**src/anr_pkg.sv**
```systemverilog
// Purpose: Constants for the auto-negotiation ability register set
// Assumes: Registers reached by 5-bit management register address
// Notes: Operation
package anr_pkg;
    localparam logic [4:0]  ADDR_ADV       = 5'h04;
    localparam logic [4:0]  ADDR_LP        = 5'h05;
    localparam logic [4:0]  ADDR_EXP       = 5'h06;
    localparam logic [4:0]  ADDR_REV       = 5'h10;
    localparam int          BIT_NP         = 15;
    localparam int          BIT_ACK        = 14;
    localparam int          BIT_RF         = 13;
    localparam int          BIT_PAUSE_LO   = 10;
    localparam int          BIT_LP_PAUSE   = 10;
    localparam int          BIT_T4         = 9;
    localparam int          BIT_TXFD       = 8;
    localparam int          BIT_TX         = 7;
    localparam int          BIT_10FD       = 6;
    localparam int          BIT_10         = 5;
    localparam int          BIT_PDF        = 4;
    localparam int          BIT_LP_NPA     = 3;
    localparam int          BIT_NPA        = 2;
    localparam int          BIT_PR         = 1;
    localparam int          BIT_LP_ANA     = 0;
    localparam int          BIT_REV_LO     = 6;
    localparam logic [1:0]  RST_PAUSE      = 2'h0;
    localparam logic [4:0]  RST_SELECTOR   = 5'h01;
    localparam logic        RST_TX_HD      = 1'b1;
    // Revision value is arbitrary
    localparam logic [3:0]  SILICON_REV    = 4'h3;
    localparam logic [15:0] ADV_WR_MASK    = 16'h2de0 | 16'h001f;
    localparam logic [15:0] LP_RST         = 16'h0001;
endpackage : anr_pkg

```
**src/anr_latch_flag.sv**
```systemverilog
// Purpose: Latched-high event flag cleared by a register read
// Assumes: Event and read strobe are one-cycle pulses on core_clk_i
// Notes: Set wins over clear so no event is lost
`timescale 1ns/1ps
module anr_latch_flag (
    // Clock and reset
    input  wire logic core_clk_i,
    input  wire logic rst_n_i,
    // Event and clear
    input  wire logic event_i,
    input  wire logic rd_clr_i,
    // Flag
    output logic      flag_o
);
    logic flag_q;
    logic flag_d;

    assign flag_d = event_i | (flag_q & ~rd_clr_i);
    assign flag_o = flag_q;

    always_ff @(posedge core_clk_i or negedge rst_n_i)
    begin
        if (!rst_n_i)
            flag_q <= 1'b0;
        else
            flag_q <= flag_d;
    end
endmodule : anr_latch_flag

```
**src/anr_regs.sv**
```systemverilog
// Purpose: Auto-negotiation advertisement, partner, expansion and revision registers
// Assumes: Management access is a read or write strobe with 5-bit address, one cycle each
// Notes: Read data is registered one cycle after the read strobe
`timescale 1ns/1ps
module anr_regs (
    // Clock and reset
    input  wire logic        core_clk_i,
    input  wire logic        rst_n_i,
    // Mode straps: tx full duplex, 10 full duplex, 10 half duplex
    input  wire logic        strap_txfd_i,
    input  wire logic        strap_10fd_i,
    input  wire logic        strap_10_i,
    // Management access
    input  wire logic [4:0]  mgmt_addr_i,
    input  wire logic        mgmt_wr_i,
    input  wire logic [15:0] mgmt_wdata_i,
    input  wire logic        mgmt_rd_i,
    output logic [15:0]      mgmt_rdata_o,
    output logic             mgmt_rvalid_o,
    // Negotiation engine side
    input  wire logic        lp_word_valid_i,
    input  wire logic [15:0] lp_word_i,
    input  wire logic        lp_an_able_i,
    input  wire logic        page_rx_i,
    input  wire logic        pd_fault_i,
    // Advertised word to the negotiation engine
    output logic [15:0]      adv_word_o
);
    logic [15:0] adv_q;
    logic [15:0] adv_d;
    logic [15:0] lp_q;
    logic [15:0] lp_d;
    logic        lp_ana_q;
    logic        strap_take_q;
    logic [15:0] rdata_q;
    logic [15:0] rdata_d;
    logic        rvalid_q;
    logic        pr_flag;
    logic        pdf_flag;
    logic [15:0] adv_view;
    logic [15:0] lp_view;
    logic [15:0] exp_view;
    logic [15:0] rev_view;
    logic        wr_adv;
    logic        rd_exp;
    logic [15:0] lp_mask;

    assign wr_adv = mgmt_wr_i & (mgmt_addr_i == anr_pkg::ADDR_ADV);
    assign rd_exp = mgmt_rd_i & (mgmt_addr_i == anr_pkg::ADDR_EXP);

    // Only writable bits change; next page, T4 and reserved stay zero
    assign adv_d = wr_adv ? (mgmt_wdata_i & anr_pkg::ADV_WR_MASK) : adv_q;

    // Partner fields kept: rf, pause, tx-fd, tx, 10-fd, 10, selector; ack is forced set
    assign lp_mask = 16'h0000 | (16'h1 << anr_pkg::BIT_RF) | (16'h1 << anr_pkg::BIT_LP_PAUSE)
                     | 16'h01ff & ~(16'h1 << anr_pkg::BIT_T4);
    assign lp_d = lp_word_valid_i
                  ? ((lp_word_i & lp_mask) | (16'h1 << anr_pkg::BIT_ACK))
                  : lp_q;

    assign adv_view = adv_q;
    assign lp_view  = lp_q;
    assign exp_view = {11'h000, pdf_flag, 1'b0, 1'b0, pr_flag, lp_ana_q};
    assign rev_view = 16'h0000 | ({12'h000, anr_pkg::SILICON_REV} << anr_pkg::BIT_REV_LO);

    assign rdata_d = (mgmt_addr_i == anr_pkg::ADDR_ADV) ? adv_view :
                     (mgmt_addr_i == anr_pkg::ADDR_LP)  ? lp_view  :
                     (mgmt_addr_i == anr_pkg::ADDR_EXP) ? exp_view :
                     (mgmt_addr_i == anr_pkg::ADDR_REV) ? rev_view : 16'h0000;

    assign mgmt_rdata_o  = rdata_q;
    assign mgmt_rvalid_o = rvalid_q;
    assign adv_word_o    = adv_q;

    // Read of expansion returns the flag then clears it
    anr_latch_flag u_page_rx (
        .core_clk_i (core_clk_i),
        .rst_n_i    (rst_n_i),
        .event_i    (page_rx_i),
        .rd_clr_i   (rd_exp),
        .flag_o     (pr_flag)
    );

    anr_latch_flag u_pd_fault (
        .core_clk_i (core_clk_i),
        .rst_n_i    (rst_n_i),
        .event_i    (pd_fault_i),
        .rd_clr_i   (rd_exp),
        .flag_o     (pdf_flag)
    );

    // Straps cannot load under async reset, so they are taken at the first edge after release unless an advertisement write lands on that edge
    always_ff @(posedge core_clk_i or negedge rst_n_i)
    begin
        if (!rst_n_i)
        begin
            strap_take_q <= 1'b1;
            adv_q        <= 16'h0000 | ({15'h0000, anr_pkg::RST_TX_HD} << anr_pkg::BIT_TX)
                            | {11'h000, anr_pkg::RST_SELECTOR}
                            | ({14'h0000, anr_pkg::RST_PAUSE} << anr_pkg::BIT_PAUSE_LO);
        end
        else
        begin
            strap_take_q <= 1'b0;
            if (strap_take_q && !wr_adv)
                adv_q <= adv_q | ({15'h0000, strap_txfd_i} << anr_pkg::BIT_TXFD)
                               | ({15'h0000, strap_10fd_i} << anr_pkg::BIT_10FD)
                               | ({15'h0000, strap_10_i} << anr_pkg::BIT_10);
            else
                adv_q <= adv_d;
        end
    end

    always_ff @(posedge core_clk_i or negedge rst_n_i)
    begin
        if (!rst_n_i)
        begin
            lp_q     <= anr_pkg::LP_RST;
            lp_ana_q <= 1'b0;
        end
        else
        begin
            lp_q     <= lp_d;
            lp_ana_q <= lp_ana_q | lp_an_able_i;
        end
    end

    always_ff @(posedge core_clk_i or negedge rst_n_i)
    begin
        if (!rst_n_i)
        begin
            rdata_q  <= 16'h0000;
            rvalid_q <= 1'b0;
        end
        else
        begin
            rvalid_q <= mgmt_rd_i;
            if (mgmt_rd_i)
                rdata_q <= rdata_d;
        end
    end
endmodule : anr_regs

```
**config.mk**
```make
export PLATFORM = sky130hd
export DESIGN_NAME = anr_regs
export DESIGN_NICKNAME = d
export VERILOG_FILES = /design/src/anr_pkg.sv /design/src/anr_latch_flag.sv /design/src/anr_regs.sv
export SDC_FILE = /design/constraint.sdc
export NUM_CORES = 1
export LEC_CHECK = 0
export BUFFER_PORTS_ARGS = -buffer_cell sky130_fd_sc_hd__clkbuf_2
export CORE_MARGIN = 10
export CORE_UTILIZATION = 28
export DETAILED_ROUTE_END_ITERATION = 16
export PLACE_DENSITY = 0.63
export RECOVER_POWER = 25
export SYNTH_ARGS = -nofsm -noshare
export SYNTH_HDL_FRONTEND = slang
export SYNTH_HIERARCHICAL = 1
export SYNTH_SLANG_ARGS = --single-unit
export TNS_END_PERCENT = 5
```
**constraint.sdc**
```tcl
create_clock -name core_clk_i -period 1.19 [get_ports core_clk_i]
set_input_delay 0.0595 -clock core_clk_i [delete_from_list [all_inputs] [get_ports core_clk_i]]
set_output_delay 0.0595 -clock core_clk_i [all_outputs]
set_load 0.01 [all_outputs]
```
==> summary.md <==
| Metric | Value |
|---|---|
| Max Freq | between 900 and 1000 MHz |
| Number of fillers in the final layout | 669 |
| Final Hold Violating Endpoints | 0 |
| Placement row count | 30 |
| Total Routing Usage GR | 10.6% |
| Die ar. | 10,600 sq um |
| Yosys cell types | 36 |
| Vias in the first global route | 1,697 |
| Layout area overhead | 42.5% |
| Clk pwr share | 34.0% |
| Top cell type's share of synthesized area | 50.6% |
| CP Max Fanout | 2 |
| Pre-Repair DR Iteration Count | 4 |
| Hold EP | adv_word_o[1] |
| Vias per std cell | 4.55 |
| Port bufs | 67 |
| Routability congestion estimate | around 0.83 |
| PwrDens | 1230 nW/um^2 |
| Final Util | 40.6% |
| Core area | about 6800 sq um |
| Register area | 1080 sq um |
| Multi-input logic area | between 700 and 800 sq um |
| Hold path depth | 2 |
| Max VDD drop | 606 uV |
| Reg2reg end | mgmt_rdata_o[0] |
| Worst-Skew Late Latency | 300 ps |
| Hold path start | mgmt_wdata_i[1] |
| Reg-to-Reg Start | lp_q[0] |
| Fin Setup TNS | 0 ps |
| Ratio of cells with drive above 1 in the final layout | roughly 45% |
| Clock Pin Slew Worst Setup and Hold Paths | 90 ps |
| Outcome | completed |
| Worst EP required | 1420 ps |
| #FFs+latches synth | 43 |
| First-pass GRT wire length | just under 9000 um |
| Static Leak | 0.00134 uW |
| Count of final setup violators | 0 |
| Asr flop ratio synth | 100% |
| Wirelength per Cell | 16.0 um |
| Clock Path Buffers | 2 |
| P_sw | 849 uW |
| Critical Path Source Type | flip-flop |
| Power share of the combinational group | between 10% and 20% |
| DR DRC count | 0 |
| Commonest cells post-synth | 39 x dfrtp_1, 12 x inv_1, 10 x mux2_2 |
| Die Width | 103 um |
| CTS Root Cell | clkbuf_8 |
| Largest area contributor in the netlist | dfrtp_1 |
| Dpl hpwl | between 4000 and 5000 um |
| Gate count after technology mapping | 149 |
| Syn. warnings | 6 |
| Antenna violations before repair | 0 |
| Routed WL | 5310 um |
| Flop-to-flop setup slack | 110 ps |
| Sw Ratio | 25.2% |
| Setup Crit Path Kind | flip-flop to flip-flop |
| Crit share post-route | 91.0% |
| Max H-tree Level | 2 |
| DIE HEIGHT | roughly 100 um |
| DRT antenna net count | 0 |
| Final Critical Period | 1080 ps |
| CTS tree | yes |
| Clk_skew | ~8.4 ps |
| R2R depth | 3 |
| Top-count cell post-synth | dfrtp_1 |
| GRT Residual Overflow | 0 |
| Post-layout net count | 298 |
| Sink Count | 43 |
| Largest net degree at the start of global routing | 19 |
| Mapped Area | 1930 sq um |
| Ant. Diodes | 0 |
| Sequential share of power | 49.6% |
| Synth Flop Type | dfrtp_1 |
| EDFF count, synth | 0 |
| RSZ-0062 raised after global routing | no |
| Syn Area/Cell | 12.9 sq um |
| Vias | 1,507 |
| Crit. End Element | flip-flop |
| CP Data Arrival Time | 1320 ps |
| Post-synthesis sequential area ratio | between 50% and 60% |
| Drt initial violations | 97 |
| Initial Utilization | roughly 29% |
| I/O pin total | 81 |
| Int Pwr | 2520 uW |
| Tightest Hold Check Type | input pin to flip-flop |
| Max_cap viols | 0 |
| Final slew viol count | 0 |
| Total CTS buffers | 5 |
| Synth area leaders | dfrtp_1 51%, mux2_2 5.8%, dfstp_2 5.5% |
-- worst max-delay path by stage --
stage          depth (start not counted)  slack [ps]               to      startpoint
5_1_grt                                3          40  mgmt_rdata_o[0]         lp_q[0]
3_5_place_dp                           4         -30    adv_word_o[3]  mgmt_addr_i[1]
6_report                               3         110  mgmt_rdata_o[0]         lp_q[0]
2_1_floorplan                          5          30   adv_word_o[10]  mgmt_addr_i[1]
3_3_place_gp                           4         -20   adv_word_o[13]  mgmt_addr_i[1]
4_1_cts                                3          40  mgmt_rdata_o[0]         lp_q[0]
-- layout make-up --
class | instances | area share, %
Sequential cell | 43 | 39.4
Multi-Input combinational cell | 85 | 27.0
Timing Repair Buffer | 102 | 24.1
Tap cell | 80 | 3.64
Clock buffer | 5 | 2.51
Inverter | 13 | 1.78
Clock inverter | 3 | 1.59
-- layout by cell type, fill, tap and decap left out, types with 2 or more instances in the layout --
cell type	synthesis	final
o32ai_1	2	2
clkbuf_2	0	66
buf_4	6	8
a221o_1	6	6
nand2_1	3	3
mux2i_1	3	3
o22a_1	3	3
mux2_4	7	7
nor4_1	2	2
dfrtp_1	39	39
inv_1	12	12
dlygate4sd3_1	0	24
and4_1	6	6
nor3b_1	2	2
dfstp_2	4	4
nor2b_1	5	5
conb_1	1	5
mux2_2	10	10
o21ai_0	4	4
a221oi_1	3	2
nand2b_1	5	5
a21o_1	2	2
clkbuf_8	0	5
clkbuf_1	4	3
or2_2	2	2
a21oi_1	5	5
-- logic make-up (layout without fill, tap and decap cells) --
group	count (synthesis)	after routing	share of synthesized area, %
other	1	5	0.195
flip-flops	43	43	56.1
multiplexers	20	20	12.9
AO/OA/AOI/OAI	26	26	10.3
buffers and inverters	25	123	6.49
AND/OR/NAND/NOR	34	34	14.0
-- repair_timing --
action                                 4_1_cts  5_1_grt
gates resized for setup                      0        1
setup endpoints to repair                    0        1
hold buffers                                24        0
setup buffers                                0        0
endpoints found under the hold margin       37        0
-- per-layer routing --
metal  wire, um  GRT usage, %
met5          0             0
met4         97          3.32
met3        312          3.49
met2       2720          18.7
met1       2180          11.8
-- critical path: stages (launching register included) --
cell and delay (ps):
dfstp_2 530, inv_1 50, a221oi_2 280, o22a_1 160
-- power by group through the flow --
stage          clock, uW  sequential [uW]  combinational (uW)
3_5_place_dp           0             1700                 496
5_1_grt             1230             1690                 608
6_report            1150             1670                 551
3_3_place_gp           0             1700                 486
4_1_cts             1180             1670                 562
2_1_floorplan          0             1720                 217
-- per-stage QoR --
stage	power [uW]	std cells	hold WS [ps]	worst slack [ps]	area [sq um]
2_1_floorplan	1930	153	-236	27.4	1940
3_3_place_gp	2180	299	40.1	-17.4	2400
3_5_place_dp	2200	299	50.2	-27.4	2400
4_1_cts	3410	331	2.79	42.1	2750
5_1_grt	3530	331	3.76	35.6	2750
6_report	3370	331	2.46	107	2750
-- sequential cells by signal (all words and copies together), names as in the netlist --
register / cells
mgmt_rdata_o: 14
adv_word_o: 12
lp_q: 12
lp_ana_q: 1
mgmt_rvalid_o: 1
strap_take_q: 1
u_page_rx/flag_o: 1
u_pd_fault/flag_o: 1
Power figures use the tool's default switching activity.
